--- src/bisr_pkg.sv ---
// Package for the burst idle spacing and readback block
package bisr_pkg;
  // Register indices within the local register port (word addresses)
  localparam logic [7:0] ADDR_SPACING = 8'h00;
  localparam logic [7:0] ADDR_CYCLES  = 8'h01;
  localparam logic [7:0] ADDR_MODE    = 8'h02;
  localparam logic [7:0] ADDR_STATUS  = 8'h03;
  localparam logic [7:0] ADDR_CYC_RB0 = 8'h10;
  localparam logic [7:0] ADDR_MODE_RB0 = 8'h20;
  // Mode readback placement in the system map
  localparam logic [31:0] MODE_RB_BASE   = 32'h400A8018;
  localparam logic [31:0] MODE_RB_STRIDE = 32'h00000020;
  localparam int          NUM_CS         = 4;
  // Field positions
  localparam int SPACING_W  = 4;
  localparam int TR_LSB     = 20;
  localparam int TR_W       = 3;
  localparam int WIDTH_LSB  = 0;
  localparam int RDBL_LSB   = 3;
  localparam int MODE_W     = 16;
  localparam int WEXT_BIT   = 0;
  localparam int ADMUX_BIT  = 1;
  // Encodings
  localparam logic [1:0] WIDTH_16 = 2'h1;
  localparam logic [1:0] WIDTH_32 = 2'h2;
  localparam logic [2:0] BL_SINGLE = 3'h0;
  localparam logic [2:0] BL_4      = 3'h1;
  localparam logic [2:0] BL_8      = 3'h2;
  localparam logic [2:0] BL_16     = 3'h3;
  // Reset values
  localparam logic [3:0]  SPACING_RST = 4'h0;
  localparam logic [31:0] CYCLES_RST  = 32'h00000000;
  localparam logic [15:0] OPMODE_RST  = 16'h0001;
  localparam logic [1:0]  CTRL_RST    = 2'h0;
  localparam logic [2:0]  IDLE_CNT_RST = 3'h0;
  localparam logic [4:0]  BEATS_RST   = 5'h01;
  // Counting
  localparam logic [3:0] CNT_ZERO = 4'h0;
  localparam logic [3:0] CNT_ONE  = 4'h1;
  localparam logic [3:0] CNT_MAX  = 4'hF;
  localparam logic [2:0] TR_ONE   = 3'h1;
endpackage

--- src/bisr_idle_seq.sv ---
// Burst counter and idle insertion sequencer
`timescale 1ns/10ps
module bisr_idle_seq (
  input  wire logic       mclk_i,        // Controller clock
  input  wire logic       rstn_i,        // Sync reset, active low
  input  wire logic [3:0] spacing_i,     // Bursts allowed back to back
  input  wire logic [2:0] tr_cycles_i,   // Idle length in cycles
  input  wire logic       burst_req_i,   // Request to start a burst
  input  wire logic       burst_done_i,  // Current burst finished
  output logic            burst_go_o,    // Burst may start this cycle
  output logic            idle_o,        // Idle period running
  output logic [3:0]      count_o        // Bursts run since last idle
);
  typedef enum {S_RUN, S_IDLE} bisr_seq_t;
  bisr_seq_t  st_r;
  logic [3:0] cnt_r;
  logic [2:0] idle_cnt_r;
  logic       limit_hit;
  logic       go_q_r;

  // Limit reached once count reaches or exceeds a nonzero spacing value
  assign limit_hit = (spacing_i != bisr_pkg::CNT_ZERO) &&
                     (cnt_r >= spacing_i);
  // The request still stands the cycle after a grant; do not grant it twice
  assign burst_go_o = (st_r == S_RUN) && burst_req_i && !limit_hit &&
                      !go_q_r;
  assign idle_o     = (st_r == S_IDLE);
  assign count_o    = cnt_r;

  // Sequencer state and counters
  always_ff @(posedge mclk_i) begin
    if (!rstn_i) begin
      st_r       <= S_RUN;
      cnt_r      <= bisr_pkg::CNT_ZERO;
      idle_cnt_r <= bisr_pkg::IDLE_CNT_RST;
    end else begin
      case (st_r)
        S_RUN: begin
          if (burst_done_i && cnt_r != bisr_pkg::CNT_MAX) begin
            cnt_r <= cnt_r + bisr_pkg::CNT_ONE;
          end
          if (limit_hit && burst_req_i && !go_q_r) begin
            st_r       <= S_IDLE;
            idle_cnt_r <= (tr_cycles_i == 3'h0) ? bisr_pkg::TR_ONE
                                                : tr_cycles_i;
          end
        end
        S_IDLE: begin
          if (idle_cnt_r <= bisr_pkg::TR_ONE) begin
            st_r  <= S_RUN;
            cnt_r <= bisr_pkg::CNT_ZERO;
          end else begin
            idle_cnt_r <= idle_cnt_r - bisr_pkg::TR_ONE;
          end
        end
        default: st_r <= S_RUN;
      endcase
    end
  end

  // Grant of the previous cycle, masks the request it already served
  always_ff @(posedge mclk_i) begin
    if (!rstn_i) begin
      go_q_r <= 1'b0;
    end else begin
      go_q_r <= burst_go_o;
    end
  end
endmodule

--- src/bisr_top.sv ---
// Burst idle spacing with per chip select readback registers
//
// The strobed register port was chosen for this implementation.
`timescale 1ns/10ps
module bisr_top (
  input  wire logic        mclk_i,        // Controller clock, 20 MHz
  input  wire logic        rstn_i,        // Sync reset, active low
  input  wire logic [7:0]  reg_addr_i,    // Register word index
  input  wire logic [31:0] reg_wdata_i,   // Register write data
  input  wire logic        reg_wr_i,      // Write strobe
  input  wire logic        reg_rd_i,      // Read strobe
  output logic [31:0]      reg_rdata_o,   // Read data, cycle after strobe
  input  wire logic        bus32_strap_i, // Width strap pin for CS0
  input  wire logic [1:0]  cs_sel_i,      // Chip select of next burst
  input  wire logic        burst_req_i,   // Burst requested by bus side
  input  wire logic        burst_done_i,  // Current burst finished
  output logic             burst_go_o,    // Burst start granted
  output logic             idle_o,        // Idle period running
  output logic             wide_bus_o,    // 32 bit bus for selected CS
  output logic [4:0]       max_beats_o,   // Read burst beat limit
  output logic             mode_err_o     // Prohibited mode setting seen
);
  logic [3:0]  spacing_r;
  logic [31:0] cycles_r;
  logic [15:0] opmode_r;
  logic [1:0]  ctrl_r;
  logic [31:0] cyc_rb_r [bisr_pkg::NUM_CS];
  logic [15:0] mode_rb_r [bisr_pkg::NUM_CS];
  logic [2:0]  strap_sync_r;
  logic        strap_r;
  logic        go_w;
  logic        idle_w;
  logic [3:0]  cnt_w;
  logic [31:0] rdata_nxt;
  logic [15:0] sel_mode;
  logic [1:0]  sel_width;
  logic [2:0]  sel_bl;

  // Spacing register, low four bits used
  always_ff @(posedge mclk_i) begin
    if (!rstn_i) begin
      spacing_r <= bisr_pkg::SPACING_RST;
    end else if (reg_wr_i && reg_addr_i == bisr_pkg::ADDR_SPACING) begin
      spacing_r <= reg_wdata_i[bisr_pkg::SPACING_W-1:0];
    end
  end

  // Timing, mode and control configuration
  always_ff @(posedge mclk_i) begin
    if (!rstn_i) begin
      cycles_r <= bisr_pkg::CYCLES_RST;
      opmode_r <= bisr_pkg::OPMODE_RST;
      ctrl_r   <= bisr_pkg::CTRL_RST;
    end else if (reg_wr_i) begin
      if (reg_addr_i == bisr_pkg::ADDR_CYCLES) begin
        cycles_r <= reg_wdata_i;
      end
      if (reg_addr_i == bisr_pkg::ADDR_MODE) begin
        opmode_r <= reg_wdata_i[bisr_pkg::MODE_W-1:0];
      end
      if (reg_addr_i == bisr_pkg::ADDR_STATUS) begin
        ctrl_r <= reg_wdata_i[1:0];
      end
    end
  end

  // Per chip select copies taken on a burst start; no reset (undefined)
  genvar g;
  generate
    for (g = 0; g < bisr_pkg::NUM_CS; g++) begin : g_rb
      always_ff @(posedge mclk_i) begin
        if (go_w && cs_sel_i == 2'(g)) begin
          cyc_rb_r[g]  <= cycles_r;
          mode_rb_r[g] <= opmode_r;
        end
      end
    end
  endgenerate

  // Strap pin passes three flops; change taken when last two agree
  always_ff @(posedge mclk_i) begin
    if (!rstn_i) begin
      strap_sync_r <= 3'h0;
      strap_r      <= 1'b0;
    end else begin
      strap_sync_r <= {strap_sync_r[1:0], bus32_strap_i};
      if (strap_sync_r[1] == strap_sync_r[2]) begin
        strap_r <= strap_sync_r[2];
      end
    end
  end

  bisr_idle_seq i_bisr_idle_seq (
    .mclk_i       (mclk_i),
    .rstn_i       (rstn_i),
    .spacing_i    (spacing_r),
    .tr_cycles_i  (cycles_r[bisr_pkg::TR_LSB +: bisr_pkg::TR_W]),
    .burst_req_i  (burst_req_i),
    .burst_done_i (burst_done_i),
    .burst_go_o   (go_w),
    .idle_o       (idle_w),
    .count_o      (cnt_w)
  );

  // Decode of the live mode for the selected chip select
  always_comb begin
    sel_mode = opmode_r;
    sel_width = sel_mode[bisr_pkg::WIDTH_LSB +: 2];
    sel_bl   = sel_mode[bisr_pkg::RDBL_LSB +: 3];
  end

  // Burst grant, width and beat limit outputs
  always_ff @(posedge mclk_i) begin
    if (!rstn_i) begin
      burst_go_o  <= 1'b0;
      idle_o      <= 1'b0;
      wide_bus_o  <= 1'b0;
      max_beats_o <= bisr_pkg::BEATS_RST;
      mode_err_o  <= 1'b0;
    end else begin
      burst_go_o <= go_w;
      idle_o     <= idle_w;
      if (cs_sel_i == 2'h0) begin
        wide_bus_o <= strap_r;
      end else begin
        wide_bus_o <= (sel_width == bisr_pkg::WIDTH_32);
      end
      case (sel_bl)
        bisr_pkg::BL_SINGLE: max_beats_o <= 5'h01;
        bisr_pkg::BL_4:      max_beats_o <= 5'h04;
        bisr_pkg::BL_8:      max_beats_o <= 5'h08;
        bisr_pkg::BL_16:     max_beats_o <= 5'h10;
        default:             max_beats_o <= 5'h01;
      endcase
      mode_err_o <= (sel_bl > bisr_pkg::BL_16) ||
                    (cs_sel_i != 2'h0 && sel_width != bisr_pkg::WIDTH_16 &&
                     sel_width != bisr_pkg::WIDTH_32);
    end
  end

  // Read mux; unmapped indices read zero
  always_comb begin
    rdata_nxt = 32'h00000000;
    case (reg_addr_i)
      bisr_pkg::ADDR_SPACING: rdata_nxt = {28'h0000000, spacing_r};
      bisr_pkg::ADDR_CYCLES:  rdata_nxt = cycles_r;
      bisr_pkg::ADDR_MODE:    rdata_nxt = {16'h0000, opmode_r};
      bisr_pkg::ADDR_STATUS:  rdata_nxt = {24'h000000, cnt_w, idle_w,
                                           strap_r, ctrl_r};
      default: begin
        if (reg_addr_i[7:2] == bisr_pkg::ADDR_CYC_RB0[7:2]) begin
          rdata_nxt = cyc_rb_r[reg_addr_i[1:0]];
        end else if (reg_addr_i[7:2] == bisr_pkg::ADDR_MODE_RB0[7:2]) begin
          rdata_nxt = {16'h0000, mode_rb_r[reg_addr_i[1:0]]};
        end
      end
    endcase
  end

  // Read data register, valid in the cycle after the strobe
  always_ff @(posedge mclk_i) begin
    if (!rstn_i) begin
      reg_rdata_o <= 32'h00000000;
    end else if (reg_rd_i) begin
      reg_rdata_o <= rdata_nxt;
    end else begin
      reg_rdata_o <= 32'h00000000;
    end
  end
endmodule

--- config.mk ---
export PLATFORM = sky130hd
export DESIGN_NAME = bisr_top
export DESIGN_NICKNAME = d
export VERILOG_FILES = /design/src/bisr_pkg.sv /design/src/bisr_idle_seq.sv /design/src/bisr_top.sv
export SDC_FILE = /design/constraint.sdc
export NUM_CORES = 1
export LEC_CHECK = 0
export BUFFER_PORTS_ARGS = -buffer_cell sky130_fd_sc_hd__buf_2
export CORE_MARGIN = 5
export CORE_UTILIZATION = 38
export DETAILED_ROUTE_END_ITERATION = 10
export GPL_TIMING_DRIVEN = 0
export PLACE_DENSITY_LB_ADDON = 0.08
export RECOVER_POWER = 50
export SYNTH_ARGS = -nofsm -noshare
export SYNTH_HDL_FRONTEND = slang
export SYNTH_SLANG_ARGS = --single-unit
--- constraint.sdc ---
create_clock -name mclk_i -period 12.3 [get_ports mclk_i]
set_input_delay 1.845 -clock mclk_i [delete_from_list [all_inputs] [get_ports mclk_i]]
set_output_delay 1.845 -clock mclk_i [all_outputs]
set_load 0.02 [all_outputs]
After elaboration in Yosys (flattened, before gate mapping). Memory sizes are Yosys's and may differ from the RTL's. Index checks and enable logic that the tools add are counted.

Add/subtract/negate cells: 2. Multiply operators: 0. Div/mod/pow operators: 0. $lt $le $gt $ge: 3. Eq/ne operators: 22. Shift-type cells: 0. Mux-type cells: 41. Bitwise gates (word level): 0. Reductions and logical operators: 38.

Operators with widths (number): $mux 32 (6); $pmux 32 s4 (1); $reduce_or 32->1 (3); $logic_not 32->1 (2); $mux 16 (4); $pmux 32 s2 (1); $reduce_or 16->1 (3); $eq 32x1->1 const B (1); $eq 32x2->1 const B (1); $eq 8x2->1 const B (2); $mux 1 (15); $pmux 5 s3 (1); $logic_and 1x1->1 (14); $mux 2 (6); $reduce_and 2->1 (5); $mux 3 (3); $eq 8x1->1 const B (1); $logic_not 8->1 (1); $mux 4 (2); $ne 2x1->1 const B (4); $pmux 4 s2 (1); $eq 2x2->1 const B (3); $eq 3x2->1 const B (2); $eq 6x3->1 const B (1); 19 further kinds (23).

Register bits after elaboration: 138. Bits in latches: 0. Memory bits (writable): 192. ROM bits: 0. Input port bits: 49. Output and inout port bits: 41. Word-level logic and storage cells: 123. Memories: 2.

Memories: cyc_rb_r (depth 4, bits a word 32, rd ports 1, clocked after Yosys merged registers in 0, write ports 1, RTL line bisr_top.sv:27) `logic [31:0] cyc_rb_r [bisr_pkg::NUM_CS];`; mode_rb_r (depth 4, bits a word 16, rd ports 1, clocked after Yosys merged registers in 0, write ports 1, RTL line bisr_top.sv:28) `logic [15:0] mode_rb_r [bisr_pkg::NUM_CS];`.

Logic depth before layout (Yosys ltp).
Depth in word-level cells: 12. Depth in mapped cells: 8. Gate-level depth less buffers: 7.

Hierarchy. Synthesis repeated with hierarchy kept, for this count alone.

Cells, all modules: 713. Area, all modules: 11482.3 um^2.

Modules (own cells, without submodules): bisr_top (instances 1, cells each 638, area each 10850.4 um^2, seq. area each 7727.4 um^2); bisr_idle_seq (instances 1, cells each 75, area each 631.9 um^2, seq. area each 180.2 um^2).

Worst setup path after synthesis. No wires, ideal clock.

Path type: input to register. From: input burst_req_i. To: memory cyc_rb_r[1][0] (enable). Library setup time: 0.455 ns. Data arrival time: 4.243 ns. Required time: 11.845 ns. Setup slack: 7.602 ns. Stages on the path: 4. Path buffers: 0. Cells stage by stage: nand2_1 o21ba_2 nand2_1 nor2_1.

Longest elaborated chain between the ends: 10. Elaborated cells between the ends (all ways): 24. Those cells by class: mux: 14; reduce/logical: 10.

Ends and longest elaborated chain: start: declaration (RTL line bisr_top.sv:15) `input wire logic burst_req_i,`; $logic_and 1x1->1 * (3 in series) (RTL line bisr_idle_seq.sv:25) `assign burst_go_o = (st_r == S_RUN) && burst_req_i && !limit_hit &&`; $logic_and 1x1->1 (RTL line bisr_top.sv:72) `if (go_w && cs_sel_i == 2'(g)) begin`; $mux 1 (RTL line bisr_top.sv:72); $mux 1 (not written as such) (RTL line bisr_top.sv:73) `cyc_rb_r[g] <= cycles_r;`; $reduce_or 32->1 (no line); $mux 2 (no line) / $mux 1 (equally long branches) (3 in series); end: declaration (RTL line bisr_top.sv:27).

Mark *: on every way between the ends. The rest lies on a longest branch, timed or not.

Final worst setup path.
From: register i_bisr_idle_seq.cnt_r[0] (netlist: i_bisr_idle_seq.count_o[0]). To: memory cyc_rb_r[1][11] (enable).

Longest elaborated chain between the ends: 12. Elaborated cells between the ends (all ways): 26. Those cells by class: order compare: 1; mux: 14; reduce/logical: 11.

Ends and longest elaborated chain: start: declaration (RTL line bisr_idle_seq.sv:16) `logic [3:0] cnt_r;`; start signal: assignment (RTL line bisr_idle_seq.sv:34) `cnt_r <= bisr_pkg::CNT_ZERO;`; start signal: assignment (RTL line bisr_idle_seq.sv:40) `cnt_r <= cnt_r + bisr_pkg::CNT_ONE;`; start signal: assignment (RTL line bisr_idle_seq.sv:51) `cnt_r <= bisr_pkg::CNT_ZERO;`; $ge 4x4->1 * (RTL line bisr_idle_seq.sv:23) `(cnt_r >= spacing_i);`; $logic_and 1x1->1 * (RTL line bisr_idle_seq.sv:22) `assign limit_hit = (spacing_i != bisr_pkg::CNT_ZERO) &&`; $logic_not 1->1 * (RTL line bisr_idle_seq.sv:25); $logic_and 1x1->1 * (2 in series) (RTL line bisr_idle_seq.sv:25); $logic_and 1x1->1 (RTL line bisr_top.sv:72); $mux 1 (RTL line bisr_top.sv:72); $mux 1 (not written as such) (RTL line bisr_top.sv:73); $reduce_or 32->1 (no line); $mux 2 (no line) / $mux 1 (equally long branches) (3 in series).

Marked as above.

==> impl_results.md <==
* Cell chosen for the clock root: clkbuf_16
* # IOs at 90
* Pins Over Slew Limit at 26
* Biggest area consumer among synthesized cells: edfxtp_1
* Synth top area share at 0.514
* RSZ-0062 raised after global routing: false
* Max Root-Sink Buffers at 3
* Failing checks: capacitance limit, slew limit
* # diodes at 0
* FF-to-FF path depth at 9
* Most frequent cells in the layout: 192 x edfxtp_1, 106 x dfxtp_1, 71 x clkbuf_1, 62 x nand2_1, 61 x buf_2
* Vias/cell at between 5 and 6
* Maximum vdd drop at approximately 0.08 mV
* Clock Sinks at roughly 300
* Syn Nets at ~800
* Crit path DAT at about 4600 ps
* Crit start category: flop
* End of the critical path: cyc_rb_r[1][11]
* CTS tree: yes
* First-pass GRT wire length at 44.5 mm
* Syn avg cell area at ~15 um^2
* GRT overflow at 0
* Crit-path max cell delay at 1190 ps
* Core Region at 28,900 um^2
* H-tree levels at 2
* Die area at 33,000 um^2
* Area grow syn2layout at 18.0%
* Achievable Freq at between 200 and 250 MHz
* PwrDens at between 150 and 200 nW/um^2
* Final period utilization at 0.360
* Seq cells post-synth at slightly below 300
* Post-Route WL at 29.4 mm
* Worst-Skew Late Latency at ~500 ps
* CP Capture Type: flop
* CP max-delay cell: nor2_1
* HPWL after DPL at 18.8 mm
* Mapped Area at approximately 11,000 um^2
* Post-CTS Hold Buffers at 0
* Crit path max-delay family: simple AND/OR/NAND/NOR gates
* Worst Setup Path Type: flop to flop
* Worst R2R End: cyc_rb_r[1][11]
* CP bufs+invs at 3
* CP Data Required Time at 12,510 ps
* Tightest Pin Transition at between 1500 and 2000 ps
* Crit-path max FO at 20
* Critical-path cell list: inv_1, ha_1, nand2b_1, a2111oi_0, o21ba_1, nand2_1, nor2_1, buf_12, buf_16
* Post-CTS sizing at 0
* Hold Vio Cnt, Final at 0
* CTS clock-pin slew for the worst setup and hold paths at approximately 60 ps
* Yosys cell types at 48
* Final hold slack at around 420 ps
* Critical R2R Launch: i_bisr_idle_seq.count_o[0]
* Cells after DPL at around 1,200
* EDFF count, synth at about 190
* CTS Buf Count at 34
* Setup slack at placement at ~8000 ps
* Final Instance Count excl. Fillers at 1,276
* Largest net degree at the start of global routing at between 40 and 50
* Via Count at approximately 7,000
* Setup ws final at ~7900 ps
* 1st-pass router iterations at 5
* Ranking of synthesized cells by area: edfxtp_1 51%, dfxtp_1 19%, mux4_2 10%, nand3_1 2.6%, o21ai_0 2.5%
* Post-synthesis sequential area ratio at 0.704
* Vias in the first global route at ~7,400
* IO Port Bufs at 86
* Total of max-cap violations at 2
* Critical path launch point: i_bisr_idle_seq.count_o[0]
* Async S/R FF share, synth at 0
* Ys Warns at 0
* Power after layout at about 2.1 mW
* Initial core utilization at 0.387
* Placement row count at 62
* Reg2reg setup slack at around 7900 ps
* Total negative setup slack at 0 ps
* Critical Path Stages at 9
* Post-CTS Setup Bufs at 0
* Die Height at ~180 um
* Drt drc at 0
* Most common cell after layout, fill and taps aside: edfxtp_1
* Leakage at between 4 and 5 nW
* Routability-driven placement congestion ratio at 0.764
* Final min period at about 4400 ps
* DR iter-0 viols at 625
* Die Wd at approximately 180 um
* Final #Nets at 923
* Clk_skew at around 20 ps
* Status: finished, violations left
* Initial antenna violation count at 0
* GRT Total Usage at 0.177
* Mapped Cells at ~740
* Slew headroom at -0.0839
* Hold Path Class: flop to flop
* Routed Antenna Nets at 0
* Top_reg_cell synth: edfxtp_1
* Routed WL per cell at around 23 um
* Layout cells sized above 1 at 0.205
* Setup Viol. Count Final at 0
-- worst register-to-register path: stages, from the launching register on --
cell       delay, ps
dfxtp_1          430
inv_1            100
ha_1             290
nand2b_1         140
a2111oi_0       1060
o21ba_1          330
nand2_1           70
nor2_1          1190
buf_12           300
buf_16           210
-- report_power, final --
part | internal [mW] | switching [mW] | total (mW)
clock | 0.579 | 0.382 | 0.961
sequential | 1.07 | 0.00301 | 1.07
combinational | 0.0292 | 0.0534 | 0.0826
total | 1.67 | 0.438 | 2.11
-- logic make-up (layout without fill, tap and decap cells) --
family | Yosys count | after routing | share of synthesized area
AO/OA/AOI/OAI | 138 | 138 | 0.0765
buffers and inverters | 59 | 210 | 0.0247
multiplexers | 58 | 58 | 0.110
adder cells (fa/ha/maj) | 7 | 7 | 0.00781
other | 1 | 1 | 0.000335
flip-flops | 298 | 298 | 0.704
XOR/XNOR | 1 | 1 | 0.000781
AND/OR/NAND/NOR | 179 | 179 | 0.0760
-- cells in the mapped netlist (all sizes together) (10+ instances only) --
master  count
a22oi      32
inv        10
dfxtp     106
mux4       52
edfxtp    192
nand2      62
clkbuf     18
buf        31
a22o       12
o21ai      59
nor2       32
a21oi      24
nand3      61
-- worst min-delay path by stage --
stage	slack (ps)	start	end	cells after the start
floorplan	410	strap_sync_r[0]	strap_sync_r[1]	1
global placement	420	strap_sync_r[0]	strap_sync_r[1]	1
detailed placement	420	strap_sync_r[0]	strap_sync_r[1]	1
CTS	430	strap_sync_r[0]	strap_sync_r[1]	1
global route	470	strap_sync_r[0]	strap_sync_r[1]	1
finish	420	strap_sync_r[0]	strap_sync_r[1]	1
-- state kept, by name, indices dropped and copies added, names as in the netlist --
signal	cells
ctrl_r	2
cyc_rb_r	128
cycles_r	32
i_bisr_idle_seq.count_o	4
i_bisr_idle_seq.go_q_r	1
i_bisr_idle_seq.idle_cnt_r	3
i_bisr_idle_seq.st_r	1
idle_o	1
max_beats_o	4
mode_err_o	1
mode_rb_r	64
opmode_r	16
reg_rdata_o	32
spacing_r	4
strap_r	1
strap_sync_r	3
wide_bus_o	1
-- metrics by stage --
step | area [um^2] | utilization
after floorplan | 11200 | -
after global placement | 12100 | 0.419
after detailed placement | 12200 | 0.423
after CTS | 13300 | 0.459
after global routing | 13200 | 0.457
final | 13200 | 0.457
-- metal layers --
layer / vias to the layer above / global-route usage / wire length [um]
li1: 3113 / - / -
met1: 3489 / 0.246 / 12900
met2: 224 / 0.292 / 14100
met3: 41 / 0.0324 / 1860
met4: 0 / 0.0423 / 484
met5: - / 0 / 0
-- cell type report --
| type | count | area [um^2] |
|---|---|---|
| tap | 384 | 480 |
| clock buffer | 50 | 952 |
| fill | 2605 | 15700 |
| sequential | 298 | 7890 |
| multi-input combinational | 384 | 3050 |
| buffer | 49 | 239 |
| inverter | 10 | 37.5 |
| timing repair buffer | 90 | 474 |
| clock inverter | 11 | 105 |
Power figures use the tool's default switching activity.
